`config.mk`:
```
export PLATFORM = sky130hd
export DESIGN_NAME = ssp_top
export DESIGN_NICKNAME = d
export VERILOG_FILES = /design/src/rtl/ssp_pkg.sv /design/src/rtl/ssp_tick_if.sv /design/src/rtl/ssp_prescaler.sv /design/src/rtl/ssp_top.sv
export SDC_FILE = /design/constraint.sdc
export NUM_CORES = 1
export LEC_CHECK = 0
export BUFFER_PORTS_ARGS = -buffer_cell sky130_fd_sc_hd__buf_2
export CAP_MARGIN = 10
export CORE_MARGIN = 1
export CORE_UTILIZATION = 53
export CTS_BUF_LIST = sky130_fd_sc_hd__clkbuf_16
export DETAILED_ROUTE_END_ITERATION = 8
export GPL_TIMING_DRIVEN = 0
export PLACE_DENSITY = 0.83
export SYNTH_ARGS = -nofsm -noshare
export SYNTH_HDL_FRONTEND = slang
export SYNTH_HIERARCHICAL = 1
export SYNTH_SLANG_ARGS = --single-unit
```
`constraint.sdc`:
```
create_clock -name i_clk -period 3.3 [get_ports i_clk]
set_clock_uncertainty 0.2 [all_clocks]
set_input_delay 0.66 -clock i_clk [delete_from_list [all_inputs] [get_ports i_clk]]
set_output_delay 0.66 -clock i_clk [all_outputs]
set_load 0.005 [all_outputs]
```
`src/rtl/ssp_pkg.sv`:
```
package ssp_pkg;
  localparam logic [7:0] OFS_STAT = 8'h00;
  localparam logic [7:0] OFS_CON1 = 8'h04;
  localparam logic [7:0] OFS_CON2 = 8'h08;
  localparam logic [7:0] OFS_BUF = 8'h0c;
  localparam logic [7:0] OFS_ISTAT = 8'h10;
  localparam logic [7:0] OFS_IMASK = 8'h14;
  localparam int STAT_EN = 15;
  localparam int STAT_SIDL = 13;
  localparam int STAT_ROV = 6;
  localparam int STAT_TBF = 1;
  localparam int STAT_RBF = 0;
  localparam int C1_CLK_DIS = 12;
  localparam int C1_DOUT_DIS = 11;
  localparam int C1_W16 = 10;
  localparam int C1_SMP = 9;
  localparam int C1_SELECT_PIN_ENABLE = 7;
  localparam int C1_CKP = 6;
  localparam int C1_MST = 5;
  localparam int C1_PPRE = 0;
  localparam int C2_FRM = 15;
  localparam int C2_FSD = 14;
  localparam int C2_FPOL = 13;
  localparam int C2_FDLY = 1;
  localparam logic [15:0] CON1_MASK = 16'h1fff;
  localparam logic [15:0] CON2_MASK = 16'he002;
  localparam logic [15:0] CON1_RST = 16'h0000;
  localparam logic [15:0] CON2_RST = 16'h0000;
  localparam logic [15:0] BUF_RST = 16'h0000;
  localparam logic [2:0] IMASK_RST = 3'h0;
  localparam int IRQ_RX = 0;
  localparam int IRQ_TX = 1;
  localparam int IRQ_OV = 2;
  localparam logic [1:0] PRE_4 = 2'h2;
  localparam logic [1:0] PRE_16 = 2'h1;
  localparam logic [1:0] PRE_64 = 2'h0;
  localparam logic [5:0] HALF_4 = 6'h02;
  localparam logic [5:0] HALF_16 = 6'h08;
  localparam logic [5:0] HALF_64 = 6'h20;
  localparam logic [5:0] HALF_OTHER = 6'h01;
  localparam logic [4:0] BITS_WORD = 5'h10;
  localparam logic [4:0] BITS_BYTE = 5'h08;

  typedef enum logic [1:0] {ST_IDLE, ST_SYNC, ST_RUN} ssp_state_t;

  // half of one shift clock period, in system clocks
  function automatic logic [5:0] half_cnt(input logic [1:0] code);
    case (code)
      PRE_4: half_cnt = HALF_4;
      PRE_16: half_cnt = HALF_16;
      PRE_64: half_cnt = HALF_64;
      default: half_cnt = HALF_OTHER;
    endcase
  endfunction : half_cnt

  function automatic logic [4:0] word_bits(input logic w16);
    word_bits = w16 ? BITS_WORD : BITS_BYTE;
  endfunction : word_bits
endpackage : ssp_pkg

```
`src/rtl/ssp_tick_if.sv`:
```
`timescale 1ns/1ps
interface ssp_tick_if;
  logic run;
  logic [1:0] code;
  logic tick;
  modport ctl (output run, output code, input tick);
  modport gen (input run, input code, output tick);
endinterface : ssp_tick_if

```
`src/rtl/ssp_prescaler.sv`:
```
`timescale 1ns/1ps
module ssp_prescaler (
  input wire logic i_clk,
  input wire logic i_arst_n,
  ssp_tick_if.gen tk
);
  logic [5:0] cnt_ff;
  logic [5:0] last;

  assign last = ssp_pkg::half_cnt(tk.code) - 6'h01;
  assign tk.tick = tk.run && (cnt_ff == last);

  // restarts with every transfer so the first half period is full length
  always_ff @(posedge i_clk or negedge i_arst_n) begin
    if (!i_arst_n) begin
      cnt_ff <= 6'h00;
    end else if (!tk.run || cnt_ff == last) begin
      cnt_ff <= 6'h00;
    end else begin
      cnt_ff <= cnt_ff + 6'h01;
    end
  end
endmodule : ssp_prescaler

```
`src/rtl/ssp_top.sv`:
```
// Chosen here: the register offsets and the strobed register port.
`timescale 1ns/1ps
module ssp_top #(
  parameter int ADDR_W = 8
) (
  input wire logic i_clk,
  input wire logic i_arst_n,
  input wire logic [ADDR_W-1:0] i_addr,
  input wire logic [15:0] i_wdata,
  input wire logic i_wr,
  input wire logic i_rd,
  output logic [15:0] o_rdata,
  input wire logic i_cpu_idle,
  input wire logic i_sdi,
  output logic o_sdo,
  output logic o_sdo_oe,
  input wire logic i_sck,
  output logic o_sck,
  output logic o_sck_oe,
  input wire logic i_ssel_n,
  output logic o_ssel,
  output logic o_ssel_oe,
  output logic o_irq
);
  logic en_ff;
  logic sidl_ff;
  logic rov_ff;
  logic tbf_ff;
  logic rbf_ff;
  logic [15:0] con1_ff;
  logic [15:0] con2_ff;
  logic [15:0] txb_ff;
  logic [15:0] rxb_ff;
  logic [15:0] sr_ff;
  logic [15:0] rdata_ff;
  logic [2:0] isr_ff;
  logic [2:0] imask_ff;
  ssp_pkg::ssp_state_t state_ff;
  logic [4:0] cnt_ff;
  logic phase_ff;
  logic smp_ff;
  logic sck_q_ff;
  logic sck_ff;
  logic fs_on_ff;
  logic armed_ff;

  logic wr_stat, wr_con1, wr_con2, wr_buf, wr_istat, wr_imask;
  logic rd_buf;
  logic act, mst, w16, clock_polarity, frm, fsd, fpol, fdly;
  logic fs_in, sl_sel, s_edge, s_lead, s_trail;
  logic m_run, m_lead, m_trail, m_start, s_load, load;
  logic lead, trail, done, abort, bit_in;
  logic [4:0] nbits;
  logic [15:0] word_in, rx_word, ld_val;
  logic [2:0] ev;

  ssp_tick_if tk ();

  ssp_prescaler u_pre (
    .i_clk(i_clk),
    .i_arst_n(i_arst_n),
    .tk(tk.gen)
  );

  function automatic logic hit(input logic [ADDR_W-1:0] a,
                               input logic [7:0] ofs);
    hit = (a == ADDR_W'(ofs));
  endfunction : hit

  assign wr_stat = i_wr && hit(i_addr, ssp_pkg::OFS_STAT);
  assign wr_con1 = i_wr && hit(i_addr, ssp_pkg::OFS_CON1);
  assign wr_con2 = i_wr && hit(i_addr, ssp_pkg::OFS_CON2);
  assign wr_buf = i_wr && hit(i_addr, ssp_pkg::OFS_BUF);
  assign wr_istat = i_wr && hit(i_addr, ssp_pkg::OFS_ISTAT);
  assign wr_imask = i_wr && hit(i_addr, ssp_pkg::OFS_IMASK);
  assign rd_buf = i_rd && hit(i_addr, ssp_pkg::OFS_BUF);

  assign act = en_ff && !(sidl_ff && i_cpu_idle);
  assign mst = con1_ff[ssp_pkg::C1_MST];
  assign w16 = con1_ff[ssp_pkg::C1_W16];
  assign clock_polarity = con1_ff[ssp_pkg::C1_CKP];
  assign frm = con2_ff[ssp_pkg::C2_FRM];
  assign fsd = con2_ff[ssp_pkg::C2_FSD];
  assign fpol = con2_ff[ssp_pkg::C2_FPOL];
  assign fdly = con2_ff[ssp_pkg::C2_FDLY];

  // select pin doubles as frame sync input when framing
  assign fs_in = (i_ssel_n == fpol);
  assign sl_sel = frm ? (armed_ff || fs_in)
                      : (!con1_ff[ssp_pkg::C1_SELECT_PIN_ENABLE] || !i_ssel_n);
  // slave clock is sampled as a plain input, no second domain
  assign s_edge = i_sck ^ sck_q_ff;
  assign s_lead = s_edge && (i_sck != clock_polarity);
  assign s_trail = s_edge && (i_sck == clock_polarity);

  assign tk.run = act && mst && (state_ff != ssp_pkg::ST_IDLE);
  assign tk.code = con1_ff[ssp_pkg::C1_PPRE +: 2];
  assign m_run = mst && (state_ff != ssp_pkg::ST_IDLE);
  assign m_lead = m_run && tk.tick && !phase_ff;
  assign m_trail = m_run && tk.tick && phase_ff;
  assign m_start = act && mst && (state_ff == ssp_pkg::ST_IDLE) && tbf_ff &&
                   (!frm || !fsd || fs_in);
  // slave preloads as soon as a word waits, ready for the first edge
  assign s_load = act && !mst && (state_ff == ssp_pkg::ST_IDLE) && tbf_ff;
  assign load = m_start || s_load;

  assign lead = act && (mst ? (m_lead && state_ff == ssp_pkg::ST_RUN)
                            : (sl_sel && s_lead));
  assign trail = act && (state_ff == ssp_pkg::ST_RUN) &&
                 (mst ? m_trail : (sl_sel && s_trail));
  assign nbits = ssp_pkg::word_bits(w16);
  assign done = trail && ((cnt_ff + 5'h01) == nbits);
  assign abort = (state_ff != ssp_pkg::ST_IDLE) &&
                 (!act || (!mst && !sl_sel));

  // late sampling only makes sense when we own the clock
  assign bit_in = (mst && con1_ff[ssp_pkg::C1_SMP]) ? i_sdi : smp_ff;
  assign word_in = {sr_ff[14:0], bit_in};
  assign rx_word = w16 ? word_in : {8'h00, word_in[7:0]};
  // bytes ride in the top half so bit 15 is always the one on the pin
  assign ld_val = w16 ? txb_ff : {txb_ff[7:0], 8'h00};

  always_ff @(posedge i_clk or negedge i_arst_n) begin
    if (!i_arst_n) begin
      state_ff <= ssp_pkg::ST_IDLE;
    end else if (abort) begin
      state_ff <= ssp_pkg::ST_IDLE;
    end else begin
      case (state_ff)
        ssp_pkg::ST_IDLE: begin
          if (m_start) begin
            state_ff <= (frm && !fdly) ? ssp_pkg::ST_SYNC
                                       : ssp_pkg::ST_RUN;
          end else if (!mst && lead) begin
            state_ff <= ssp_pkg::ST_RUN;
          end
        end
        ssp_pkg::ST_SYNC: begin
          if (m_trail) begin
            state_ff <= ssp_pkg::ST_RUN;
          end
        end
        ssp_pkg::ST_RUN: begin
          if (done) begin
            state_ff <= ssp_pkg::ST_IDLE;
          end
        end
        default: state_ff <= ssp_pkg::ST_IDLE;
      endcase
    end
  end

  always_ff @(posedge i_clk or negedge i_arst_n) begin
    if (!i_arst_n) begin
      cnt_ff <= 5'h00;
    end else if (abort || state_ff == ssp_pkg::ST_IDLE) begin
      cnt_ff <= 5'h00;
    end else if (trail) begin
      cnt_ff <= done ? 5'h00 : cnt_ff + 5'h01;
    end
  end

  always_ff @(posedge i_clk or negedge i_arst_n) begin
    if (!i_arst_n) begin
      phase_ff <= 1'b0;
    end else if (!m_run) begin
      phase_ff <= 1'b0;
    end else if (tk.tick) begin
      phase_ff <= !phase_ff;
    end
  end

  // clock stays idle through the sync slot
  always_ff @(posedge i_clk or negedge i_arst_n) begin
    if (!i_arst_n) begin
      sck_ff <= 1'b0;
    end else if (!mst || state_ff != ssp_pkg::ST_RUN) begin
      sck_ff <= clock_polarity;
    end else if (tk.tick) begin
      sck_ff <= phase_ff ? clock_polarity : !clock_polarity;
    end
  end

  always_ff @(posedge i_clk or negedge i_arst_n) begin
    if (!i_arst_n) begin
      sr_ff <= ssp_pkg::BUF_RST;
    end else if (load) begin
      sr_ff <= ld_val;
    end else if (trail) begin
      sr_ff <= word_in;
    end
  end

  always_ff @(posedge i_clk or negedge i_arst_n) begin
    if (!i_arst_n) begin
      smp_ff <= 1'b0;
      sck_q_ff <= 1'b0;
    end else begin
      sck_q_ff <= i_sck;
      if (lead) begin
        smp_ff <= i_sdi;
      end
    end
  end

  always_ff @(posedge i_clk or negedge i_arst_n) begin
    if (!i_arst_n) begin
      armed_ff <= 1'b0;
    end else if (!frm || mst || done || !act) begin
      armed_ff <= 1'b0;
    end else if (fs_in) begin
      armed_ff <= 1'b1;
    end
  end

  // pulse runs for the sync slot, or for the first bit when coincident
  always_ff @(posedge i_clk or negedge i_arst_n) begin
    if (!i_arst_n) begin
      fs_on_ff <= 1'b0;
    end else if (m_start) begin
      fs_on_ff <= frm;
    end else if (m_trail || !m_run) begin
      fs_on_ff <= 1'b0;
    end
  end

  always_ff @(posedge i_clk or negedge i_arst_n) begin
    if (!i_arst_n) begin
      tbf_ff <= 1'b0;
    end else if (wr_buf) begin
      tbf_ff <= 1'b1;
    end else if (load) begin
      tbf_ff <= 1'b0;
    end
  end

  always_ff @(posedge i_clk or negedge i_arst_n) begin
    if (!i_arst_n) begin
      txb_ff <= ssp_pkg::BUF_RST;
    end else if (wr_buf) begin
      txb_ff <= i_wdata;
    end
  end

  // a finished word never overwrites an unread one
  always_ff @(posedge i_clk or negedge i_arst_n) begin
    if (!i_arst_n) begin
      rbf_ff <= 1'b0;
      rxb_ff <= ssp_pkg::BUF_RST;
    end else if (done && !rbf_ff) begin
      rbf_ff <= 1'b1;
      rxb_ff <= rx_word;
    end else if (rd_buf) begin
      rbf_ff <= 1'b0;
    end
  end

  always_ff @(posedge i_clk or negedge i_arst_n) begin
    if (!i_arst_n) begin
      rov_ff <= 1'b0;
    end else if (done && rbf_ff) begin
      rov_ff <= 1'b1;
    end else if (wr_stat && !i_wdata[ssp_pkg::STAT_ROV]) begin
      rov_ff <= 1'b0;
    end
  end

  always_ff @(posedge i_clk or negedge i_arst_n) begin
    if (!i_arst_n) begin
      en_ff <= 1'b0;
      sidl_ff <= 1'b0;
    end else if (wr_stat) begin
      en_ff <= i_wdata[ssp_pkg::STAT_EN];
      sidl_ff <= i_wdata[ssp_pkg::STAT_SIDL];
    end
  end

  always_ff @(posedge i_clk or negedge i_arst_n) begin
    if (!i_arst_n) begin
      con1_ff <= ssp_pkg::CON1_RST;
      con2_ff <= ssp_pkg::CON2_RST;
    end else begin
      if (wr_con1) begin
        con1_ff <= i_wdata & ssp_pkg::CON1_MASK;
      end
      if (wr_con2) begin
        con2_ff <= i_wdata & ssp_pkg::CON2_MASK;
      end
    end
  end

  assign ev[ssp_pkg::IRQ_RX] = done && !rbf_ff;
  assign ev[ssp_pkg::IRQ_TX] = load;
  assign ev[ssp_pkg::IRQ_OV] = done && rbf_ff;

  // new events win over a same-cycle write-one clear
  always_ff @(posedge i_clk or negedge i_arst_n) begin
    if (!i_arst_n) begin
      isr_ff <= 3'h0;
    end else begin
      isr_ff <= (isr_ff & ~(wr_istat ? i_wdata[2:0] : 3'h0)) | ev;
    end
  end

  always_ff @(posedge i_clk or negedge i_arst_n) begin
    if (!i_arst_n) begin
      imask_ff <= ssp_pkg::IMASK_RST;
    end else if (wr_imask) begin
      imask_ff <= i_wdata[2:0];
    end
  end

  always_ff @(posedge i_clk or negedge i_arst_n) begin
    if (!i_arst_n) begin
      rdata_ff <= 16'h0000;
    end else if (!i_rd) begin
      rdata_ff <= 16'h0000;
    end else if (hit(i_addr, ssp_pkg::OFS_STAT)) begin
      rdata_ff <= 16'h0000;
      rdata_ff[ssp_pkg::STAT_EN] <= en_ff;
      rdata_ff[ssp_pkg::STAT_SIDL] <= sidl_ff;
      rdata_ff[ssp_pkg::STAT_ROV] <= rov_ff;
      rdata_ff[ssp_pkg::STAT_TBF] <= tbf_ff;
      rdata_ff[ssp_pkg::STAT_RBF] <= rbf_ff;
    end else if (hit(i_addr, ssp_pkg::OFS_CON1)) begin
      rdata_ff <= con1_ff;
    end else if (hit(i_addr, ssp_pkg::OFS_CON2)) begin
      rdata_ff <= con2_ff;
    end else if (rd_buf) begin
      rdata_ff <= rxb_ff;
    end else if (hit(i_addr, ssp_pkg::OFS_ISTAT)) begin
      rdata_ff <= {13'h0000, isr_ff};
    end else if (hit(i_addr, ssp_pkg::OFS_IMASK)) begin
      rdata_ff <= {13'h0000, imask_ff};
    end else begin
      rdata_ff <= 16'h0000;
    end
  end

  assign o_rdata = rdata_ff;
  assign o_sdo = sr_ff[15];
  assign o_sdo_oe = act && !con1_ff[ssp_pkg::C1_DOUT_DIS] &&
                    (mst || sl_sel);
  assign o_sck = sck_ff;
  assign o_sck_oe = act && mst && !con1_ff[ssp_pkg::C1_CLK_DIS];
  assign o_ssel = fs_on_ff ? fpol : !fpol;
  assign o_ssel_oe = act && mst && frm && !fsd;
  assign o_irq = |(isr_ff & imask_ff);
endmodule : ssp_top

```
==> metrics.yaml, run 1 <==
finalPower_mw: 2.66
maxSlewViolCount: 0
finalCritPeriodShare_pct: 98.4
clk_latency_ps: 350
path_max_fanout: 10
hpwlAfterDp_microns: 8870
antenna_found_initial: 0
rows: 36
gr-usage-met3_pct: 4.31
ys_seq_area_share_pct: 52.4
r2r_start: "con1_ff[0]"
vdd_drop_max_uv: 234
diodes: 0
grt_first_pass_wirelength_microns: 20300
fillCellCount: 758
syn_nets: 497
wl_microns: 12700
fin_util_pct: 62.9
grt_pass1_vias: 3926
synthAdderAreaFrac_pct: 0.944
hold_class: "in -> async"
use_met2_pct: 40.7
hold_viol: 0
syn_area_sq_um: 5300
cts_root_buffer: "clkbuf_16"
use_met1_pct: 35.9
path_class: "reg -> reg"
p_per_area_nw_per_um2: 435
dr.pass1.iters: 5
cts_max_path_buffers: 2
synthSimpleGateAreaFrac_pct: 14.0
grt-busiest-layer: "met2"
vias_per_cell: 5.94
synth_flop_cell: "dfrtp_1"
cts_buffers: 9
synthCells: 461
dpl_cell_area_sq_um: 5760
drc: 0
yosysUniqueCellTypes: 58
status: "completed"
period_needed_ps: 3250
whs_ps: 80.0
cts-htree-levels: 3
synth_warnings: 6
finalInstanceArea_sq_um: 6120
seq_area_sq_um: 2780
synth_top_family_by_area: "multiplexers"
r2r_cells: 12
ios: 55
worstMarginPinSlew_ps: 865
fmax_mhz: 308
place_congestion: 0.971
drt-initial-drc-count: 513
layout-drive-gt1-share_pct: 27.0
die_h_microns: 102
ant_nets: 0
io_buffers: 52
leakage_nw: 3.02
async_flop_share_pct: 100
fp.dieW_microns: 102
layout.cells.non_filler: 671
initial_core_util_pct: 54.5
synth_edf_count: 0
avgRoutedWirePerCell_microns: 19.0
cts_tree: "done"
clkSinkCount: 111
coreArea_sq_um: 9730
critPathRequiredTime_ps: 3340
die-area_sq_um: 10400
slew_headroom_pct: 41.8
crit_path_end_kind: "flip-flop"
synth_compound_area_share_pct: 10.4
grt_overflow: 0
arrival_ps: 3280
nNetsFinal: 569
finalSetupViolations: 0
synth_seq_cells: 111
vias: 3988
synth.area.mux_share_pct: 17.3
path_clk_slew_ps: 70
cp-start-kind: "flip-flop"
multi_input_area_sq_um: 2390
syn_to_final_growth_pct: 15.5
maxCapViolations: 0
grt_use_total_pct: 26.0
syn_avg_cell_area_sq_um: 11.5
crit_path_start: "con1_ff[0]"
grt_start_max_net_pins: 74
dp.cells: 647
synth-xor-area-share_pct: 2.31
-- through the flow --
step	setup WS [ps]	TNS, ps
3_3_place_gp	-281	-2680
6_report	52.5	0
2_1_floorplan	213	0
3_5_place_dp	-356	-4330
5_1_grt	-49.0	-128
4_1_cts	33.0	0
-- where the power goes --
part           switching (mW)  internal (mW)
Clock                   0.507          0.522
Combinational           0.110         0.0794
Sequential             0.0447           1.40
-- state kept, by name (all words and copies together), names as in the netlist, 2 cells and up --
name,flops
cnt_ff,5
imask_ff,3
o_rdata,16
con2_ff,4
u_pre/cnt_ff,6
txb_ff,16
isr_ff,3
con1_ff,13
sr_ff,16
state_ff,2
rxb_ff,16
-- final timing paths --
kind                         endpoint  slack (ps)
min in group i_clk           sck_q_ff         270
max                         rxb_ff[7]          50
min reg2reg                con1_ff[3]         310
max in group asynchronous  con1_ff[0]        2080
max reg2reg                 rxb_ff[7]          50
min                        o_rdata[9]          80
-- cell type report --
class / instances / share of cell area, %
flip-flops and latches: 111 / 45.4
inverters: 14 / 0.858
multi-input cells: 316 / 39.1
clock buffers: 9 / 3.68
plain buffers: 20 / 1.55
well taps: 133 / 2.72
repair buffers: 61 / 5.78
clock inverters: 7 / 0.899
-- critical path: stages (launching register included) --
cell      delay [ps]
dfrtp_2          460
nand2b_1         170
ha_1             300
xnor2_1          140
nor3_2           200
o211a_1          220
nand2_1          140
nor2_2           150
o211ai_1         220
a211oi_4         270
buf_4            190
buf_8            170
mux2_4           300
-- metal layers --
metal	vias to the layer above	part of all wire, %
li1	1801	-
met1	2000	44
met2	155	47
met3	32	5.6
met4	0	3.6
met5	-	0
-- synthesized netlist by cell type (6+ instances only) --
cell type	count	share of area [%]
o21ai_0	19	1.8
a211oi_1	9	1.3
nor2_1	23	1.6
nor2b_1	12	1.4
xnor2_1	8	1.3
dfrtp_1	111	52
nand3_1	22	2.1
xor2_1	6	0.99
a21oi_1	14	1.3
nand2_1	32	2.3
clkbuf_1	15	1.1
inv_1	14	0.99
mux2i_1	35	6.6
mux2_2	49	10
-- repair_timing --
item                                    in CTS  in global routing
gates resized for setup                      2                  8
hold buffers                                 0                  0
endpoints found under the setup margin      22                 42
setup buffers                                5                  3
pin swaps                                    3                  3
-- logic make-up (layout without fill, tap and decap cells) --
| logic type | Yosys count | count (layout) |
|---|---|---|
| and+or+nand+nor | 135 | 135 |
| adders and majority gates | 4 | 4 |
| xor gates and xnor gates | 14 | 14 |
| buffers and inverters | 34 | 111 |
| muxes | 85 | 85 |
| DFF | 111 | 111 |
| AOI/OAI and AO/OA | 78 | 78 |
-- placed cells by master, fill, tap and decap left out, types with 3 or more instances in the layout --
master       n
mux2i_1     35
clkbuf_1    14
and2_1       5
nand2_1     32
inv_1       14
a21oi_1     13
and3_1       3
xor2_1       6
buf_2       51
o22ai_1      3
nor2b_1     12
mux2_2      49
buf_4        8
dfrtp_1    109
nor3_1       4
o21ai_0     19
ha_1         4
nand2b_1     4
nand3_1     22
a31oi_1      5
clkbuf_16    9
xnor2_1      8
nand4b_1     4
nor2_1      22
nand3b_1     4
o211ai_1     5
nor3b_1      5
a211oi_1     9
No activity file was read; power rests on OpenSTA's default activity.
==> run 2: changes to the inputs <==
--- a/config.mk
+++ b/config.mk
@@ -13,6 +13,7 @@
 export DETAILED_ROUTE_END_ITERATION = 8
 export GPL_TIMING_DRIVEN = 0
 export PLACE_DENSITY = 0.83
+export SETUP_SLACK_MARGIN = 0.1
 export SYNTH_ARGS = -nofsm -noshare
 export SYNTH_HDL_FRONTEND = slang
 export SYNTH_HIERARCHICAL = 1
==> metrics.yaml, run 2 (synthesized netlist as in run 1, its figures left out) <==
status: "completed"
grt_overflow: 0
maxSlewViolCount: 0
p_int_mw: 2.00
setup_slack_ps: 197
p_sw_share_pct: 24.9
fillCellCount: 758
antenna_found_initial: 0
path_max_fanout: 10
clkPwrFrac_pct: 38.7
p_switching_mw: 0.665
slew_headroom_pct: 39.8
layout-drive-gt1-share_pct: 27.8
place_congestion: 0.971
nNetsFinal: 571
finalCritPeriodShare_pct: 94.0
wl_microns: 12900
cts_buffers: 9
drc: 0
die_h_microns: 102
cp-start-kind: "flip-flop"
fmax_mhz: 322
ant_nets: 0
coreArea_sq_um: 9730
grt_setup_unrepaired: "false"
hpwlAfterDp_microns: 8870
place_ws_ps: -356
finalSetupViolations: 0
vias: 4068
cts_root_buffer: "clkbuf_16"
cts-htree-levels: 3
r2r_slack_ps: 200
critPathRequiredTime_ps: 3330
dr.pass1.iters: 5
maxCapViolations: 0
worstMarginPinSlew_ps: 894
layout.cells.non_filler: 673
rows: 36
dp.cells: 647
leakage_nw: 3.02
path_clk_slew_ps: 70
vias_per_cell: 6.04
p_seq_share_pct: 54.1
mostFrequentLayoutCells: "dfrtp_1, buf_2, mux2_2"
layout_commonest_cell: "dfrtp_1"
syn_to_final_growth_pct: 16.0
hold_buffers: 0
path_class: "reg -> reg"
clkSinkCount: 111
initial_core_util_pct: 54.5
cts_tree: "done"
hold_class: "in -> async"
avgRoutedWirePerCell_microns: 19.1
dpl_cell_area_sq_um: 5760
fp.dieW_microns: 102
grt_first_pass_wirelength_microns: 20300
arrival_ps: 3140
hold_viol: 0
diodes: 0
crit_path_end_kind: "flip-flop"
drt-initial-drc-count: 398
p_per_area_nw_per_um2: 434
grt_use_total_pct: 26.0
grt_start_max_net_pins: 74
die-area_sq_um: 10400
period_needed_ps: 3100
grt_pass1_vias: 3926
ios: 55
finalInstanceArea_sq_um: 6150
io_buffers: 52
vdd_drop_max_uv: 235
clk_latency_ps: 350
combPwrFrac_pct: 7.2
cts_max_path_buffers: 2
[run 2: changes by cell type in the layout (fill, tap and decap cells not counted), sizes merged]
cell	before	now
buf	64	67
clkbuf	26	25
[run 2: critical path, stage by stage, from the launching register on]
cell	delay, ps
dfrtp_2	430
nand2b_1	160
ha_1	300
xnor2_1	140
nor3_2	150
o211a_1	220
nand2_2	100
nor2_2	130
o211ai_1	220
a211oi_4	290
buf_6	160
buf_8	170
mux2_4	300
[run 2: routing by layer]
layer	vias up	GRT usage (%)	part of all wire, %
li1	1808	-	-
met1	2018	35.9	43
met2	203	40.7	47
met3	39	4.31	6.6
met4	0	11.6	3.6
met5	-	0	0
[run 2: per-stage QoR]
step	setup TNS [ps]	util, %	hold WS [ps]	power, mW
after floorplan	0	-	164	1.55
after global placement	-2680	58.9	289	1.64
after detailed placement	-4330	59.2	294	1.66
after CTS	0	62.6	97.7	2.67
after global routing	0	63.2	119	2.77
final	0	63.2	82.0	2.67
[run 2: final timing paths]
kind                            start    endpoint  cells after the start
hold / removal               i_arst_n  o_rdata[9]                      1
setup / recovery           con1_ff[0]   rxb_ff[7]                     12
hold reg to reg            con1_ff[3]  con1_ff[3]                      1
setup reg to reg           con1_ff[0]   rxb_ff[7]                     12
max in group asynchronous    i_arst_n  con1_ff[0]                      2
min in group i_clk              i_sck    sck_q_ff                      1
[run 2: what timing repair did]
action | 4_1_cts | 5_1_grt
setup buffers | 5 | 5
setup endpoints to repair | 27 | 41
pin swaps | 3 | 5
resized for setup | 4 | 10
cloned | 0 | 0
[run 2: cell type report]
cell class | instances | area [sq um] | area share (%)
plain buffers | 20 | 95.1 | 1.55
clock buffers | 9 | 225 | 3.66
clock inverters | 7 | 55.1 | 0.895
inverters | 14 | 52.6 | 0.855
multi-input cells | 316 | 2400 | 39.0
flip-flops and latches | 111 | 2780 | 45.2
well taps | 133 | 166 | 2.71
repair buffers | 63 | 373 | 6.06
[run 2: power by group through the flow]
stage	combinational (mW)	sequential, mW	clock [mW]
6_report	0.193	1.44	1.03
5_1_grt	0.212	1.45	1.11
4_1_cts	0.189	1.44	1.04
3_5_place_dp	0.187	1.47	0
3_3_place_gp	0.177	1.47	0
2_1_floorplan	0.102	1.45	0
